`config.mk`:
```
export PLATFORM = sky130hd
export DESIGN_NAME = acfss_sequencer
export DESIGN_NICKNAME = d
export VERILOG_FILES = /design/src/acfss_pkg.sv /design/src/acfss_pwm.sv /design/src/acfss_sequencer.sv
export SDC_FILE = /design/constraint.sdc
export NUM_CORES = 1
export LEC_CHECK = 0
export BUFFER_PORTS_ARGS = -buffer_cell sky130_fd_sc_hd__buf_2
export CAP_MARGIN = 20
export CORE_AREA = 2 2 108 215
export CTS_BUF_LIST = sky130_fd_sc_hd__clkbuf_4 sky130_fd_sc_hd__clkbuf_8
export DETAILED_ROUTE_END_ITERATION = 10
export DIE_AREA = 0 0 110 217
export GPL_TIMING_DRIVEN = 0
export PLACE_DENSITY = 0.75
export SYNTH_ARGS = -nofsm -noshare
export SYNTH_HDL_FRONTEND = slang
export SYNTH_SLANG_ARGS = --single-unit
```
`constraint.sdc`:
```
create_clock -name i_clk -period 3.05 [get_ports i_clk]
set_input_delay 0 -clock i_clk [delete_from_list [all_inputs] [get_ports i_clk]]
set_output_delay 0 -clock i_clk [all_outputs]
set_load 0.01 [all_outputs]
```
`src/acfss_pkg.sv`:
```
// package: constants for the clamp soft-start and mode sequencer
package acfss_pkg;
   // ***********************************************
   // clock and timing
   // ***********************************************
   localparam int CLK_MHZ = 200; // core clock rate
   localparam int FORCED_DCM_US = 706; // forced discontinuous interval, us
   localparam int FORCED_DCM_CYC = FORCED_DCM_US * CLK_MHZ; // cycles in that interval
   localparam int MIN_CLAMP_NS = 250; // shortest clamp pulse, ns
   localparam int MIN_CLAMP_CYC = (MIN_CLAMP_NS * CLK_MHZ + 999) / 1000; // rounded up
   localparam int SETTLE_MULT = 2; // settle interval in soft-start times
   localparam int SS_STEP_CYC = 64; // cycles per current-limit ramp step
   localparam int ILIM_W = 10; // current-limit reference width
   localparam logic [ILIM_W-1:0] ILIM_MAX = 10'h3ff; // final current-limit code
   localparam int SS_CYC = (1 << ILIM_W) * SS_STEP_CYC; // full ramp length
   localparam int SETTLE_CYC = SETTLE_MULT * SS_CYC; // settle length
   localparam int CNT_W = 24; // timer width
   // ***********************************************
   // bins, references and slope
   // ***********************************************
   localparam int BIN_W = 4; // bin code width
   localparam int REF_W = 12; // reference code width, mV
   localparam int NBINS = 15; // number of bins
   localparam logic [REF_W-1:0] REF_LO_MV = 12'h410; // 1.04 V, lowest bin
   localparam logic [REF_W-1:0] REF_STEP_MV = 12'h0a0; // 0.16 V per bin up to 3.28 V
   localparam logic [REF_W-1:0] SLOPE_MV_PER_US = 12'h08f; // 143 mV/us
   localparam int SLOPE_ACC_W = 20; // slope accumulator width
   localparam logic [SLOPE_ACC_W-1:0] SLOPE_MV_PER_CYC_X1K = 20'h002cb; // 715 = 143*5
   localparam int PER_W = 12; // switching period count width
   localparam logic [PER_W-1:0] PER_DEFAULT = 12'h3e8; // default period: 200 kHz
   // ***********************************************
   // sequencer states
   // ***********************************************
   typedef enum logic [5:0] {
      ST_IDLE = 6'b000001, // waiting for start criteria
      ST_FDCM = 6'b000010, // forced discontinuous switching
      ST_LEM = 6'b000100, // clamp pulses phased in
      ST_SETTLE = 6'b001000, // clamped, detection frozen
      ST_ACF = 6'b010000, // clamped, free to follow load
      ST_DCM = 6'b100000 // discontinuous after soft stop
   } acfss_state_e;
endpackage : acfss_pkg

```
`src/acfss_pwm.sv`:
```
// file: switching-period generator producing main and clamp drive pulses
`timescale 1ns/1ps
module acfss_pwm (
   input wire logic i_clk,
   input wire logic i_srst,
   input wire logic i_run, // switching allowed
   input wire logic [acfss_pkg::PER_W-1:0] i_period, // switching period in cycles
   input wire logic [acfss_pkg::PER_W-1:0] i_clamp_len, // clamp pulse length, 0 = none
   input wire logic i_cmp_trip, // peak-current comparator trip
   output logic o_main, // main switch pulse
   output logic o_clamp, // clamp pulse
   output logic o_cycle_start // pulse at start of each period
);
   import acfss_pkg::*;
   logic [PER_W-1:0] cnt_q; // position within the period
   logic main_q; // main pulse state
   logic clamp_q; // clamp pulse state
   logic start_q; // period start strobe
   wire period_end = (cnt_q >= i_period - 12'h001); // last cycle of the period
   // leading edge of clamp; one cycle earlier so the pulse spans exactly i_clamp_len clocks
   // while still ending on the same edge at which the main pulse restarts
   wire [PER_W-1:0] clamp_from = i_period - i_clamp_len - 12'h001;
   wire clamp_win = (i_clamp_len != 12'h000) && (cnt_q >= clamp_from) && !period_end;
   // ***********************************************
   // period counter and pulses
   // ***********************************************
   always_ff @(posedge i_clk) begin
      if (i_srst || !i_run) begin // stopped: both drives low
         cnt_q <= 12'h000;
         main_q <= 1'b0;
         clamp_q <= 1'b0;
         start_q <= 1'b0;
      end else begin
         cnt_q <= period_end ? 12'h000 : cnt_q + 12'h001;
         start_q <= period_end;
         main_q <= period_end ? 1'b1 : (main_q && !i_cmp_trip); // on at start, off at trip
         clamp_q <= clamp_win && !main_q; // clamp only after main is off
      end
   end
   assign o_main = main_q;
   assign o_clamp = clamp_q;
   assign o_cycle_start = start_q;
endmodule : acfss_pwm

```
`src/acfss_sequencer.sv`:
```
// file: clamp soft-start and mode sequencer top
// Behaviour
// RL1: bin selects fixed internal reference only
// RL2: fifteen references 1.04 V to 3.28 V
// RL3: exit pin observed after soft start, settle
// RL4: exit source on above turn-on, off DISCONTINUOUS_MODE
// RL5: soft start needs supply, line, nofault, delay
// RL6: forced discontinuous 706 us before clamp pulses
// RL7: ignore high feedback during forced interval
// RL8: ramp current-limit reference through soft start
// RL9: clamp pulses grow by leading-edge modulation
// RL10: full clamped mode at maximum current limit
// RL11: hold mode detection twice soft-start time
// RL12: ramp frequency to half oscillator rate
// RL13: fixed 143 mV/us slope compensation
// RL14: clamp drive is logic-level square wave
// RL15: clamp pulse grows from 250 ns
// RL16: feedback above reference requests clamped mode
// RL17: exit after feedback held below threshold
// RL18: fault or reset returns to idle
// RL19: counters time forced and settle intervals
`timescale 1ns/1ps
module acfss_sequencer #(
   parameter int FORCED_CYC = acfss_pkg::FORCED_DCM_CYC, // forced interval length
   parameter int SETTLE_LEN = acfss_pkg::SETTLE_CYC, // settle interval length
   parameter int EXIT_HOLD_CYC = 100000 // exit hold time
) (
   input wire logic i_clk,
   input wire logic i_srst, // supply under-voltage reset
   input wire logic i_vcc_on, // supply above turn-on (pin)
   input wire logic i_line_ok, // line above line_start_level (pin)
   input wire logic i_fault, // any fault (pin)
   input wire logic i_start_dly_done, // start delay elapsed (pin)
   input wire logic [acfss_pkg::BIN_W-1:0] i_entry_bin, // quantised clamp_entry_threshold_pin
   input wire logic [acfss_pkg::REF_W-1:0] i_feedback_mv, // feedback_voltage, mV
   input wire logic i_exit_below, // feedback below clamp_exit_threshold_pin (pin)
   input wire logic i_cs_trip, // peak current comparator (pin)
   input wire logic [acfss_pkg::PER_W-1:0] i_osc_period, // period set by resistor
   output logic o_main_gate_drive, // main switch drive
   output logic o_clamp_gate_drive, // clamp drive, 5 V logic
   output logic o_exit_src_en, // 16 uA exit pin source enable
   output logic o_exit_observe, // exit pin comparator observed
   output logic [acfss_pkg::ILIM_W-1:0] o_ilim_ref, // current-limit reference
   output logic [acfss_pkg::REF_W-1:0] o_entry_ref_mv, // selected entry reference
   output logic [acfss_pkg::SLOPE_ACC_W-1:0] o_slope_ramp, // slope comp ramp, uV
   output logic [5:0] o_state // sequencer state
);
   import acfss_pkg::*;
   // ***********************************************
   // functions
   // ***********************************************
   // saturating increment toward a limit
   function automatic logic [PER_W-1:0] step_to(input logic [PER_W-1:0] v,
                                                input logic [PER_W-1:0] lim);
      step_to = (v < lim) ? v + 12'h001 : lim;
   endfunction : step_to
   // ***********************************************
   // input synchronisers
   // ***********************************************
   logic [5:0] meta_q; // first stage
   logic [5:0] sync_q; // second stage
   logic [BIN_W-1:0] bin_meta_q; // bin first stage
   logic [BIN_W-1:0] bin_q; // bin second stage
   logic [REF_W-1:0] fb_meta_q; // feedback first stage
   logic [REF_W-1:0] fb_q; // feedback second stage
   logic [PER_W-1:0] osc_meta_q; // oscillator period first stage
   logic [PER_W-1:0] osc_q; // oscillator period second stage, static in use
   always_ff @(posedge i_clk) begin
      meta_q <= {i_vcc_on, i_line_ok, i_fault, i_start_dly_done, i_exit_below, i_cs_trip};
      sync_q <= meta_q;
      bin_meta_q <= i_entry_bin;
      bin_q <= bin_meta_q;
      fb_meta_q <= i_feedback_mv;
      fb_q <= fb_meta_q;
      osc_meta_q <= i_osc_period;
      osc_q <= osc_meta_q;
   end
   wire vcc_on = sync_q[5];
   wire line_ok = sync_q[4];
   wire fault = sync_q[3];
   wire dly_done = sync_q[2];
   wire exit_below = sync_q[1];
   wire cs_trip = sync_q[0];
   // ***********************************************
   // entry reference selection
   // ***********************************************
   // bin maps to a fixed tap; codes above the top bin clamp to it
   wire [BIN_W-1:0] bin_c = (bin_q > 4'(NBINS - 1)) ? 4'(NBINS - 1) : bin_q; // RL2
   wire [REF_W-1:0] entry_ref = REF_LO_MV + REF_STEP_MV * {8'h00, bin_c}; // RL1 RL2
   wire entry_req = (fb_q > entry_ref); // RL16
   // ***********************************************
   // state and timers
   // ***********************************************
   acfss_state_e state_q, state_d; // sequencer state
   logic [CNT_W-1:0] tmr_q; // interval timer
   logic [CNT_W-1:0] hold_q; // exit hold timer
   logic [ILIM_W-1:0] ilim_q; // current-limit reference
   logic [7:0] ss_div_q; // ramp step divider
   logic [PER_W-1:0] per_q; // working period
   logic [PER_W-1:0] clamp_len_q; // working clamp pulse length
   logic src_en_q; // exit source enable
   logic observe_q; // exit pin observed
   logic [SLOPE_ACC_W-1:0] slope_q; // slope ramp accumulator
   wire start_ok = vcc_on && line_ok && !fault && dly_done; // RL5
   wire forced_done = (tmr_q >= CNT_W'(FORCED_CYC - 1)); // RL6 RL19
   wire settle_done = (tmr_q >= CNT_W'(SETTLE_LEN - 1)); // RL11 RL19
   wire hold_done = (hold_q >= CNT_W'(EXIT_HOLD_CYC - 1)); // RL17
   wire ss_tick = (ss_div_q == 8'(SS_STEP_CYC - 1)); // ramp step strobe
   wire ilim_full = (ilim_q == ILIM_MAX); // RL10
   wire [PER_W-1:0] half_rate_per = {osc_q[PER_W-2:0], 1'b0}; // half frequency
   wire [PER_W-1:0] clamp_full = per_q >> 1; // off-time fraction available
   wire pwm_run = (state_q != ST_IDLE);
   wire cycle_start;
   wire pwm_main;
   wire pwm_clamp;
   // next-state decoding
   always_comb begin
      state_d = state_q;
      case (state_q)
         ST_IDLE: if (start_ok) state_d = ST_FDCM; // RL5
         ST_FDCM: if (forced_done) state_d = ST_LEM; // RL6 RL7
         ST_LEM: if (ilim_full && clamp_len_q >= clamp_full) state_d = ST_SETTLE; // RL10
         ST_SETTLE: if (settle_done) state_d = ST_ACF; // RL11
         ST_ACF: if (hold_done) state_d = ST_DCM; // RL17
         ST_DCM: if (entry_req) state_d = ST_LEM; // RL16
         default: state_d = ST_IDLE;
      endcase
      if (fault || !vcc_on) state_d = ST_IDLE; // RL18
   end
   // state register and interval timer
   always_ff @(posedge i_clk) begin
      if (i_srst) begin // RL18
         state_q <= ST_IDLE;
         tmr_q <= '0;
      end else begin
         state_q <= state_d;
         tmr_q <= (state_d != state_q) ? '0 : tmr_q + 24'h000001; // RL19
      end
   end
   // exit hold timer: runs while feedback below exit level in ST_ACF
   always_ff @(posedge i_clk) begin
      if (i_srst || state_q != ST_ACF || !exit_below) begin
         hold_q <= '0;
      end else begin
         hold_q <= hold_q + 24'h000001; // RL17
      end
   end
   // current-limit ramp during soft start
   always_ff @(posedge i_clk) begin
      if (i_srst || state_q == ST_IDLE) begin
         ilim_q <= '0;
         ss_div_q <= 8'h00;
      end else begin
         ss_div_q <= ss_tick ? 8'h00 : ss_div_q + 8'h01;
         if (ss_tick && !ilim_full) begin
            ilim_q <= ilim_q + 10'h001; // RL8
         end
      end
   end
   // frequency ramp and clamp pulse growth
   always_ff @(posedge i_clk) begin
      if (i_srst || state_q == ST_IDLE) begin
         per_q <= 12'hfff; // start slow
         clamp_len_q <= 12'h000;
      end else if (cycle_start) begin
         if (state_q == ST_FDCM || state_q == ST_DCM) begin
            // period walks toward the half-rate value
            per_q <= (per_q > half_rate_per) ? per_q - 12'h001 : half_rate_per; // RL12
            clamp_len_q <= 12'h000; // RL6
         end else if (state_q == ST_LEM) begin
            per_q <= osc_q;
            // first pulse at minimum, then one cycle longer each period
            clamp_len_q <= (clamp_len_q < 12'(MIN_CLAMP_CYC)) ?
                           12'(MIN_CLAMP_CYC) : step_to(clamp_len_q, clamp_full); // RL9 RL15
         end else begin
            per_q <= osc_q;
            clamp_len_q <= clamp_full;
         end
      end
   end
   // exit pin source and observation
   always_ff @(posedge i_clk) begin
      if (i_srst) begin
         src_en_q <= 1'b0;
         observe_q <= 1'b0;
      end else begin
         src_en_q <= vcc_on && (state_d != ST_DCM) && (state_d != ST_FDCM); // RL4
         observe_q <= (state_d == ST_ACF); // RL3
      end
   end
   // slope compensation ramp, reset each period
   always_ff @(posedge i_clk) begin
      if (i_srst || cycle_start || !pwm_main) begin
         slope_q <= '0;
      end else begin
         slope_q <= slope_q + SLOPE_MV_PER_CYC_X1K; // RL13
      end
   end
   // ***********************************************
   // pulse generator
   // ***********************************************
   acfss_pwm u_pwm (
      .i_clk(i_clk),
      .i_srst(i_srst),
      .i_run(pwm_run),
      .i_period(per_q),
      .i_clamp_len(clamp_len_q),
      .i_cmp_trip(cs_trip),
      .o_main(pwm_main),
      .o_clamp(pwm_clamp),
      .o_cycle_start(cycle_start)
   );
   // ***********************************************
   // registered outputs
   // ***********************************************
   always_ff @(posedge i_clk) begin
      if (i_srst) begin
         o_main_gate_drive <= 1'b0;
         o_clamp_gate_drive <= 1'b0;
         o_exit_src_en <= 1'b0;
         o_exit_observe <= 1'b0;
         o_ilim_ref <= '0;
         o_entry_ref_mv <= '0;
         o_slope_ramp <= '0;
         o_state <= ST_IDLE;
      end else begin
         o_main_gate_drive <= pwm_main && pwm_run && !fault; // RL18
         o_clamp_gate_drive <= pwm_clamp && pwm_run && !fault; // RL14
         o_exit_src_en <= src_en_q;
         o_exit_observe <= observe_q;
         o_ilim_ref <= ilim_q;
         o_entry_ref_mv <= entry_ref;
         o_slope_ramp <= slope_q;
         o_state <= state_q;
      end
   end
endmodule : acfss_sequencer

```
Yosys cells after proc, flatten, opt, wreduce, memory -nomap -nowiden

Cells that the tools add are included.

Register bits after elaboration: 253
Output and inout bits: 52
Logic and storage cells: 118

Add/subtract/negate cells: 11
Multipliers: 1
$lt $le $gt $ge: 11
Equality and inequality tests: 14
Multiplexer cells: 16
Reductions and logical operators: 35

Operators by type and width:

| operator                 | number |
|---|---|
| $mux W12                 | 6 |
| $add A24 B1 Y24 const B  | 2 |
| $ge A24 B17 Y1 const B   | 2 |
| $mux W6                  | 7 |
| $pmux W6 S6              | 1 |
| $add A12 B1 Y12 const B  | 2 |
| $ge A12 B12 Y1           | 2 |
| $ge A24 B18 Y1 const B   | 1 |
| $gt A12 B12 Y1           | 2 |
| $sub A12 B1 Y12 const B  | 2 |
| $add A20 B10 Y20 const B | 1 |
| $logic_and A1 B1 Y1      | 15 |
| $add A11 B12 Y12 const A | 1 |
| $eq A6 B5 Y1 const B     | 2 |
| $ge A12 B11 Y1           | 1 |
| $lt A12 B11 Y1           | 1 |
| $lt A12 B6 Y1 const B    | 1 |
| $reduce_bool A12 Y1      | 1 |
| $sub A12 B12 Y12         | 1 |
| $add A10 B1 Y10 const B  | 1 |
| $eq A10 B10 Y1 const B   | 1 |
| $add A8 B1 Y8 const B    | 1 |
| $eq A8 B6 Y1 const B     | 1 |
| $logic_not A1 Y1         | 8 |
| 16 further kinds         | 25 |

Longest topological paths before layout

Gate-level depths: netlist of run 1.

Word-level depth: 11
Gate-level depth with buffers: 18

Cells and area by module

From an unflattened synthesis of run 1, not the netlist that was laid out.

Cell total of the unflattened synthesis: 1,251
Area total of the unflattened synthesis: 11,632.4 µm²

By module, submodules not included:

| module          | times used | cells an instance | area an instance (µm²) | sequential area each (µm²) |
|---|---|---|---|---|
| acfss_sequencer | 1          | 1,009             | 9,735.6                | 4,684.5 |
| acfss_pwm       | 1          | 242               | 1,896.8                | 300.3 |

Worst setup path before layout of run 1

No wires, ideal clock.

Kind: reg-to-reg
Start: register bin_q[3]
End: register tmr_q[17]
Data arrival time: 3.119 ns
Required time: 2.935 ns
Path slack: -0.185 ns
Stages on the path, launching flop included: 19
Period minus slack after synthesis: 3.235 ns
Path through: dfxtp_1 -> nand3_1 -> nand2_1 -> inv_1 -> ha_1 -> ha_1 -> inv_1 -> fa_1 -> xnor2_1 -> ha_1 -> a41o_1 -> a21oi_1 -> a211oi_1 -> nand2_1 -> a32o_1 -> or3_1 -> nand4_2 -> buf_6 -> nor2_2

Cells in the longest elaborated chain, start to end: 10

RTL lines:

| item                       | line                   | RTL |
|---|---|---|
| start, declared            | acfss_sequencer.sv:63  | `logic [BIN_W-1:0] bin_q;` |
| start signal, assigned     | acfss_sequencer.sv:72  | `bin_q <= bin_meta_q;` |
| $gt A4 B4 Y1               | acfss_sequencer.sv:88  | `wire [BIN_W-1:0] bin_c = (bin_q > 4'(NBINS - 1)) ? 4'(NBINS - 1) : bin_q;` |
| $mux W4                    | acfss_sequencer.sv:88  |  |
| named net bin_c[0]         | acfss_sequencer.sv:88  |  |
| $mul A3 B4 Y7              | acfss_sequencer.sv:89  | `wire [REF_W-1:0] entry_ref = REF_LO_MV + REF_STEP_MV * {8'h00, bin_c};` |
| $add A11 B12 Y12           | acfss_sequencer.sv:89  |  |
| $gt A12 B12 Y1             | acfss_sequencer.sv:90  | `wire entry_req = (fb_q > entry_ref);` |
| $mux W6                    | acfss_sequencer.sv:125 | `ST_DCM: if (entry_req) state_d = ST_LEM;` |
| $pmux W6 S6                | acfss_sequencer.sv:119 | `case (state_q)` |
| $mux W6                    | acfss_sequencer.sv:128 | `if (fault \|\| !vcc_on) state_d = ST_IDLE;` |
| $ne A6 B6 Y1               | acfss_sequencer.sv:137 | `tmr_q <= (state_d != state_q) ? '0 : tmr_q + 24'h000001;` |
| $reduce_or A2 Y1 (no line) | --                     |  |
| end signal, assigned       | acfss_sequencer.sv:137 |  |
| end, declared              | acfss_sequencer.sv:95  | `logic [CNT_W-1:0] tmr_q;` |

The timed path passes the listed nets, and every way through them passes these cells.
A chain may end at the register's enable or synchronous reset.

Final worst setup path of run 1

Start: register bin_q[1]
End: register tmr_q[9]

The elaborated chain is that of the path after synthesis.

==> results.json, run 1 <==
{
  "htreeDepth": 2,
  "syn_inst": 1172,
  "ys_types": 71,
  "vias": 8933,
  "ios": 88,
  "synth_seq_cells": 249,
  "grt_pass1_vias": 9292,
  "die_w_um": 110,
  "start_kind": "flop",
  "ys_seq_area_share_pct": 45.5,
  "ir_worst_vdd_uv": 446,
  "dieArea_um2": 23900,
  "cp_max_fo": 5,
  "ff_latch_area_um2": 5020,
  "drt_wl_total_um": 25700,
  "whs_ns": 0.0851,
  "wl_per_cell_um": 15.5,
  "p_int_mw": 5.13,
  "cts.sinks": 249,
  "antenna_found_initial": 0,
  "fin_ws_ns": -0.427,
  "clk_pin_slew_ns": 0.07,
  "std_cell_rows": 78,
  "fmax_mhz": 288,
  "grt_pass1_wl_um": 43100,
  "synth_edf_count": 0,
  "globalRouteOverflowTotal": 0,
  "place.gp.congestion": 0.934,
  "dp_cells": 1538,
  "power.switching_mw": 1.43,
  "power_frac_comb_pct": 4.7,
  "antenna_cells": 0,
  "cts_tree": "yes",
  "core_area_um2": 22300,
  "final_area_um2": 13400,
  "pwr-share-seq_pct": 50.9,
  "clock_skew_ns": 0.0201,
  "worstPathArrival_ns": 3.90,
  "syn2layout_area_growth_pct": 22.5,
  "start_util_pct": 49.0,
  "hold_class": "primary input to flop",
  "die_h_um": 217,
  "violations": "setup timing",
  "final_nets": 1475,
  "cts_root_buf": "clkbuf_8",
  "cts_buffers": 36,
  "maxSlewHeadroom_pct": 27.3,
  "status": "finished with violations",
  "multi_input_comb_area_um2": 5810,
  "p_sw_share_pct": 21.7,
  "ant_nets": 0,
  "finalHoldViolCount": 0,
  "p_clk_share_pct": 44.5,
  "dr.pass1.iters": 4,
  "syn_avg_cell_area_um2": 9.35,
  "maxCapViolCount": 0,
  "dpl_cell_area_um2": 11800,
  "endpoint_kind": "flop",
  "port_buffers": 83,
  "finalNonFillerCells": 1662,
  "criticalPathCategory": "flop to flop",
  "finalCritPeriodShare_pct": 114,
  "drcViolationCount": 0,
  "hpwl_um": 18100,
  "fill_cells": 1880,
  "place_ws_ns": -0.604,
  "via_per_inst": 5.37,
  "final_max_slew_viol_count": 0,
  "drt-initial-drc-count": 449,
  "final-setup-viol-count": 25,
  "ys.warnings.count": 0,
  "powerDensity_nw_per_um2": 488,
  "rsz0062_at_grt": "true",
  "drive_gt1_share_pct": 19.7,
  "clk_path_buf_depth": 3,
  "tightest_slew_ns": 1.09,
  "cellLeakagePower_nw": 5.70,
  "grt_usage_pct": 22.3,
  "required_ns": 3.47,
  "ys.flop_type": "dfxtp_1",
  "syn_area_um2": 11000,
  "async_reset_ff_share_pct": 0,
  "grt_start_max_net_pins": 12,
  "fin_crit_ns": 3.48,
  "clkLatencyLatePin_ns": 0.55
}
==> sequential cells by signal, summed over array words and instances (netlist names), 12 cells and up <==
name / count
clamp_len_q: 12
fb_meta_q: 12
fb_q: 12
hold_q: 24
o_slope_ramp: 20
osc_meta_q: 12
osc_q: 12
per_q: 12
slope_q: 20
tmr_q: 24
u_pwm.cnt_q: 12
==> placed cells by master, fill, tap and decap left out, types with 8 or more instances in the layout <==
master and n:
a21o_1 12, inv_1 53, nor4_1 16, clkbuf_8 41, dfxtp_1 236, xor2_1 55, nand2b_1 8, clkbuf_1 24
or3_1 8, nor2_2 21, o21ai_0 29, mux2i_1 15, nand4_1 17, buf_4 33, and3_1 26, buf_2 84
nand2_1 68, xnor2_1 45, nor2b_1 46, o211ai_1 10, a22oi_1 10, nand3_1 54, nor3_1 16, dlygate4sd3_1 35
a21oi_1 38, nor2_1 131, ha_1 72
==> metal layers <==
layer	up-vias	part of all wire (%)	wire [um]	global-route usage [%]
li1	4420	-	-	-
met1	4209	42	10700	26.6
met2	234	50	12700	38.0
met3	70	5.3	1360	4.64
met4	0	3.6	928	9.66
met5	-	0	0	0
==> what timing repair did <==
action / in CTS / in global routing
hold buffers: 35 / 0
pin swaps: 27 / 18
setup buffers: 22 / 9
endpoints found under the setup margin: 40 / 57
hold endpoints to repair: 44 / 0
cloned: 2 / 1
gates resized for setup: 40 / 24
==> kinds of logic (layout without fill, tap and decap cells) <==
family / after synthesis / count (layout) / synth area share, %
AO/OA/AOI/OAI: 170 / 170 / 10.6
XOR/XNOR: 102 / 102 / 8.15
adder cells (fa/ha/maj): 79 / 79 / 9.16
buffers and inverters: 97 / 304 / 3.68
flip-flops: 249 / 249 / 45.5
multiplexers: 15 / 15 / 1.37
other: 1 / 4 / 0.0342
AND/OR/NAND/NOR: 459 / 459 / 21.5
==> critical path: stages (launching register included) <==
cell	delay, ns
dfxtp_2	0.34
nand3_2	0.07
nand2_2	0.07
inv_2	0.07
ha_4	0.14
ha_4	0.14
inv_2	0.04
fa_2	0.36
xnor2_2	0.16
ha_1	0.32
o21a_1	0.18
a21oi_2	0.08
a211oi_4	0.29
nand2_1	0.10
a32o_2	0.25
or3_4	0.34
nand4_4	0.09
buf_12	0.13
buf_8	0.12
nor2_2	0.04
==> final cells by class <==
type	instances	area share (%)
Buffer	37	1.46
Clock buffer	48	4.60
Clock inverter	12	1.26
Inverter	59	1.67
Multi-Input combinational cell	829	43.3
Sequential cell	249	37.4
Tap cell	280	2.61
Timing Repair Buffer	148	7.77
==> final timing paths <==
check                    endpoint             startpoint  slack, ns  depth (start not counted)
max           tmr_q[9]$_SDFF_PP0_       bin_q[1]$_DFF_P_      -0.43                         19
min          fb_meta_q[9]$_DFF_P_       i_feedback_mv[9]       0.09                          2
max reg2reg   tmr_q[9]$_SDFF_PP0_       bin_q[1]$_DFF_P_      -0.43                         19
min reg2reg      osc_q[2]$_DFF_P_  osc_meta_q[2]$_DFF_P_       0.31                          0
==> cell usage after synthesis, types with 5 or more instances <==
library cell,number,area (um2)
ha_1,77,963
o21ai_0,33,165
and3_1,26,163
a22oi_1,10,75.1
nor2_1,134,503
o21bai_1,5,37.5
and4_1,7,61.3
o21a_1,7,52.6
dfxtp_1,249,4980
buf_4,6,45.0
nand3_1,56,280
nor3_1,18,90.1
o31ai_1,6,45.0
a21oi_1,41,205
xor2_1,55,482
and2_1,6,37.5
xnor2_1,47,412
nand4_1,17,106
or3_1,9,56.3
a211oi_1,6,45.0
o211ai_1,10,75.1
nand2_1,70,263
clkbuf_1,29,109
nand2b_1,8,50.1
nor2_2,20,125
mux2i_1,15,150
nor4_1,17,106
inv_1,59,221
a21o_1,12,90.1
nor2b_1,46,288
==> metrics by stage <==
step,utilization (%),TNS [ns],total power [mW]
6_report,60.1,-9.93,6.55
5_1_grt,60.1,-13.67,6.78
4_1_cts,59.7,-8.66,6.62
3_5_place_dp,52.9,-18.04,3.64
3_3_place_gp,52.9,-17.10,3.63
2_1_floorplan,-,-2.77,3.56
==> power groups by stage <==
stage / Clock, mW / Sequential, mW / Combinational, mW
final: 2.92 / 3.33 / 0.305
after global routing: 3.11 / 3.34 / 0.335
after CTS: 2.99 / 3.33 / 0.300
after detailed placement: 0 / 3.41 / 0.226
after global placement: 0 / 3.41 / 0.219
after floorplan: 0 / 3.41 / 0.155
Power figures use the tool's default switching activity.
==> inputs of run 2 (changes only) <==
CTS_BUF_LIST = sky130_fd_sc_hd__clkbuf_16   (was sky130_fd_sc_hd__clkbuf_4 sky130_fd_sc_hd__clkbuf_8)
SLEW_MARGIN = 10   (was not set)
==> run 2 against run 1 <==
  * The run still ends with setup timing left
  * Global-route usage decreased by 0.25 points
  * Largest cell class unchanged
  * Combinational power increased by 2%
  * Design area decreased by 0.28%
  * Highest routed layer unchanged
  * Largest power group unchanged
==> results.json, run 2 (synthesis gave the netlist of run 1 again) <==
{
  "maxCapViolCount": 0,
  "rsz0062_at_grt": "true",
  "clock_skew_ns": 0.0148,
  "syn2layout_area_growth_pct": 22.2,
  "required_ns": 3.47,
  "finalCritPeriodShare_pct": 116,
  "max_stage_delay_ns": 0.37,
  "via_per_inst": 5.44,
  "start_kind": "flop",
  "layout_common_cells": "dfxtp_1, nor2_1, buf_2",
  "cts_buffers": 23,
  "place.gp.congestion": 0.934,
  "cts.sinks": 249,
  "status": "finished with violations",
  "regToRegSetupSlack_ns": -0.47,
  "cp_top_family": "adder cells",
  "clk_pin_slew_ns": 0.07,
  "clkLatencyLatePin_ns": 0.55,
  "tns_ns": -10.83,
  "antenna_cells": 0,
  "globalRouteOverflowTotal": 0,
  "ios": 88,
  "critical_path_buf_inv_count": 4,
  "cp_max_fo": 3,
  "die_h_um": 217,
  "final_nets": 1463,
  "die_w_um": 110,
  "criticalPathCategory": "flop to flop",
  "worstPathArrival_ns": 3.95,
  "hpwl_um": 18100,
  "vias": 8950,
  "drcViolationCount": 0,
  "fmax_mhz": 284,
  "hold_class": "primary input to flop",
  "reg_top3": "hold_q (24), tmr_q (24)",
  "final-setup-viol-count": 25,
  "port_buffers": 83,
  "htreeDepth": 1,
  "crit_chain": "nand3_2 -> nand2_2 -> inv_2 -> ha_4 -> ha_4 -> inv_2 -> fa_2 -> xnor2_2 -> ha_1 -> o21a_1 -> a21oi_2 -> a211oi_4 -> nand2_1 -> a32o_2 -> or3_4 -> nand4_4 -> buf_12 -> buf_4 -> nor2_1",
  "worst_path_max_delay_cell": "fa_2",
  "endpoint_kind": "flop",
  "final_common_cell": "dfxtp_1",
  "powerDensity_nw_per_um2": 475,
  "ir_worst_vdd_uv": 437,
  "violations": "setup timing",
  "whs_ns": 0.0952,
  "final_area_um2": 13400,
  "dpl_cell_area_um2": 11800,
  "maxSlewHeadroom_pct": 30.4,
  "ant_nets": 0,
  "wl_per_cell_um": 15.7,
  "std_cell_rows": 78,
  "antenna_found_initial": 0,
  "cellLeakagePower_nw": 5.69,
  "cts_tree": "yes",
  "finalHoldViolCount": 0,
  "drt_wl_total_um": 25700,
  "core_area_um2": 22300,
  "tightest_slew_ns": 1.04,
  "drive_gt1_share_pct": 18.2,
  "fin_ws_ns": -0.473,
  "drt-initial-drc-count": 463,
  "final_max_slew_viol_count": 0,
  "grt_pass1_wl_um": 42800,
  "clk_path_buf_depth": 3,
  "start_util_pct": 49.0,
  "fin_crit_ns": 3.52,
  "grt_pass1_vias": 9123,
  "grt_usage_pct": 22.1,
  "dieArea_um2": 23900,
  "grt_start_max_net_pins": 16,
  "cts_root_buf": "clkbuf_16",
  "dr.pass1.iters": 5
}
-- run 2: path summary, 6_finish.rpt --
kind | start | to | depth (start not counted)
worst min register to register | bin_meta_q[1]$_DFF_P_ | bin_q[1]$_DFF_P_ | 0
worst max-delay path | bin_q[2]$_DFF_P_ | tmr_q[3]$_SDFF_PP0_ | 19
worst min-delay path | i_start_dly_done | meta_q[2]$_DFF_P_ | 2
worst max register to register | bin_q[2]$_DFF_P_ | tmr_q[3]$_SDFF_PP0_ | 19
-- run 2: what timing repair did --
action,in CTS,in global routing
endpoints found under the hold margin,44,0
gates cloned,2,1
endpoints found under the setup margin,39,59
hold buffers,35,0
pin swaps,31,14
gates resized for setup,42,27
setup buffers,26,7
-- run 2: per-stage QoR --
stage / instances / utilization (%) / worst slack (ns) / total power, mW
6_report: 1644 / 59.9 / -0.473 / 6.36
5_1_grt: 1644 / 59.9 / -0.609 / 6.57
4_1_cts: 1642 / 59.5 / -0.397 / 6.41
3_5_place_dp: 1538 / 52.9 / -0.604 / 3.64
3_3_place_gp: 1538 / 52.9 / -0.598 / 3.63
2_1_floorplan: 1175 / - / -0.139 / 3.56
-- run 2: cell type report --
| cell class | count | area (um2) |
|---|---|---|
| multi-input combinational | 829 | 5850 |
| clock inverter | 18 | 124 |
| timing repair buffer | 149 | 1050 |
| buffer | 37 | 196 |
| tap | 280 | 350 |
| fill | 1890 | 8960 |
| sequential | 249 | 5010 |
| clock buffer | 23 | 576 |
| inverter | 59 | 228 |
-- run 2: where the power goes --
group	total, mW	leakage, nW	switching (mW)	internal, mW
clock network	2.72	0.358	1.25	1.47
registers	3.33	2.04	0.0239	3.31
logic	0.310	3.29	0.148	0.162
total	6.36	5.69	1.43	4.94
-- run 2: per-layer routing --
| layer | part of all wire, % | up-vias | GRT usage (%) |
|---|---|---|---|
| li1 | - | 4390 | - |
| met1 | 42 | 4239 | 27.0 |
| met2 | 49 | 252 | 37.6 |
| met3 | 5.7 | 69 | 3.56 |
| met4 | 3.8 | 0 | 9.49 |
| met5 | 0 | - | 0 |
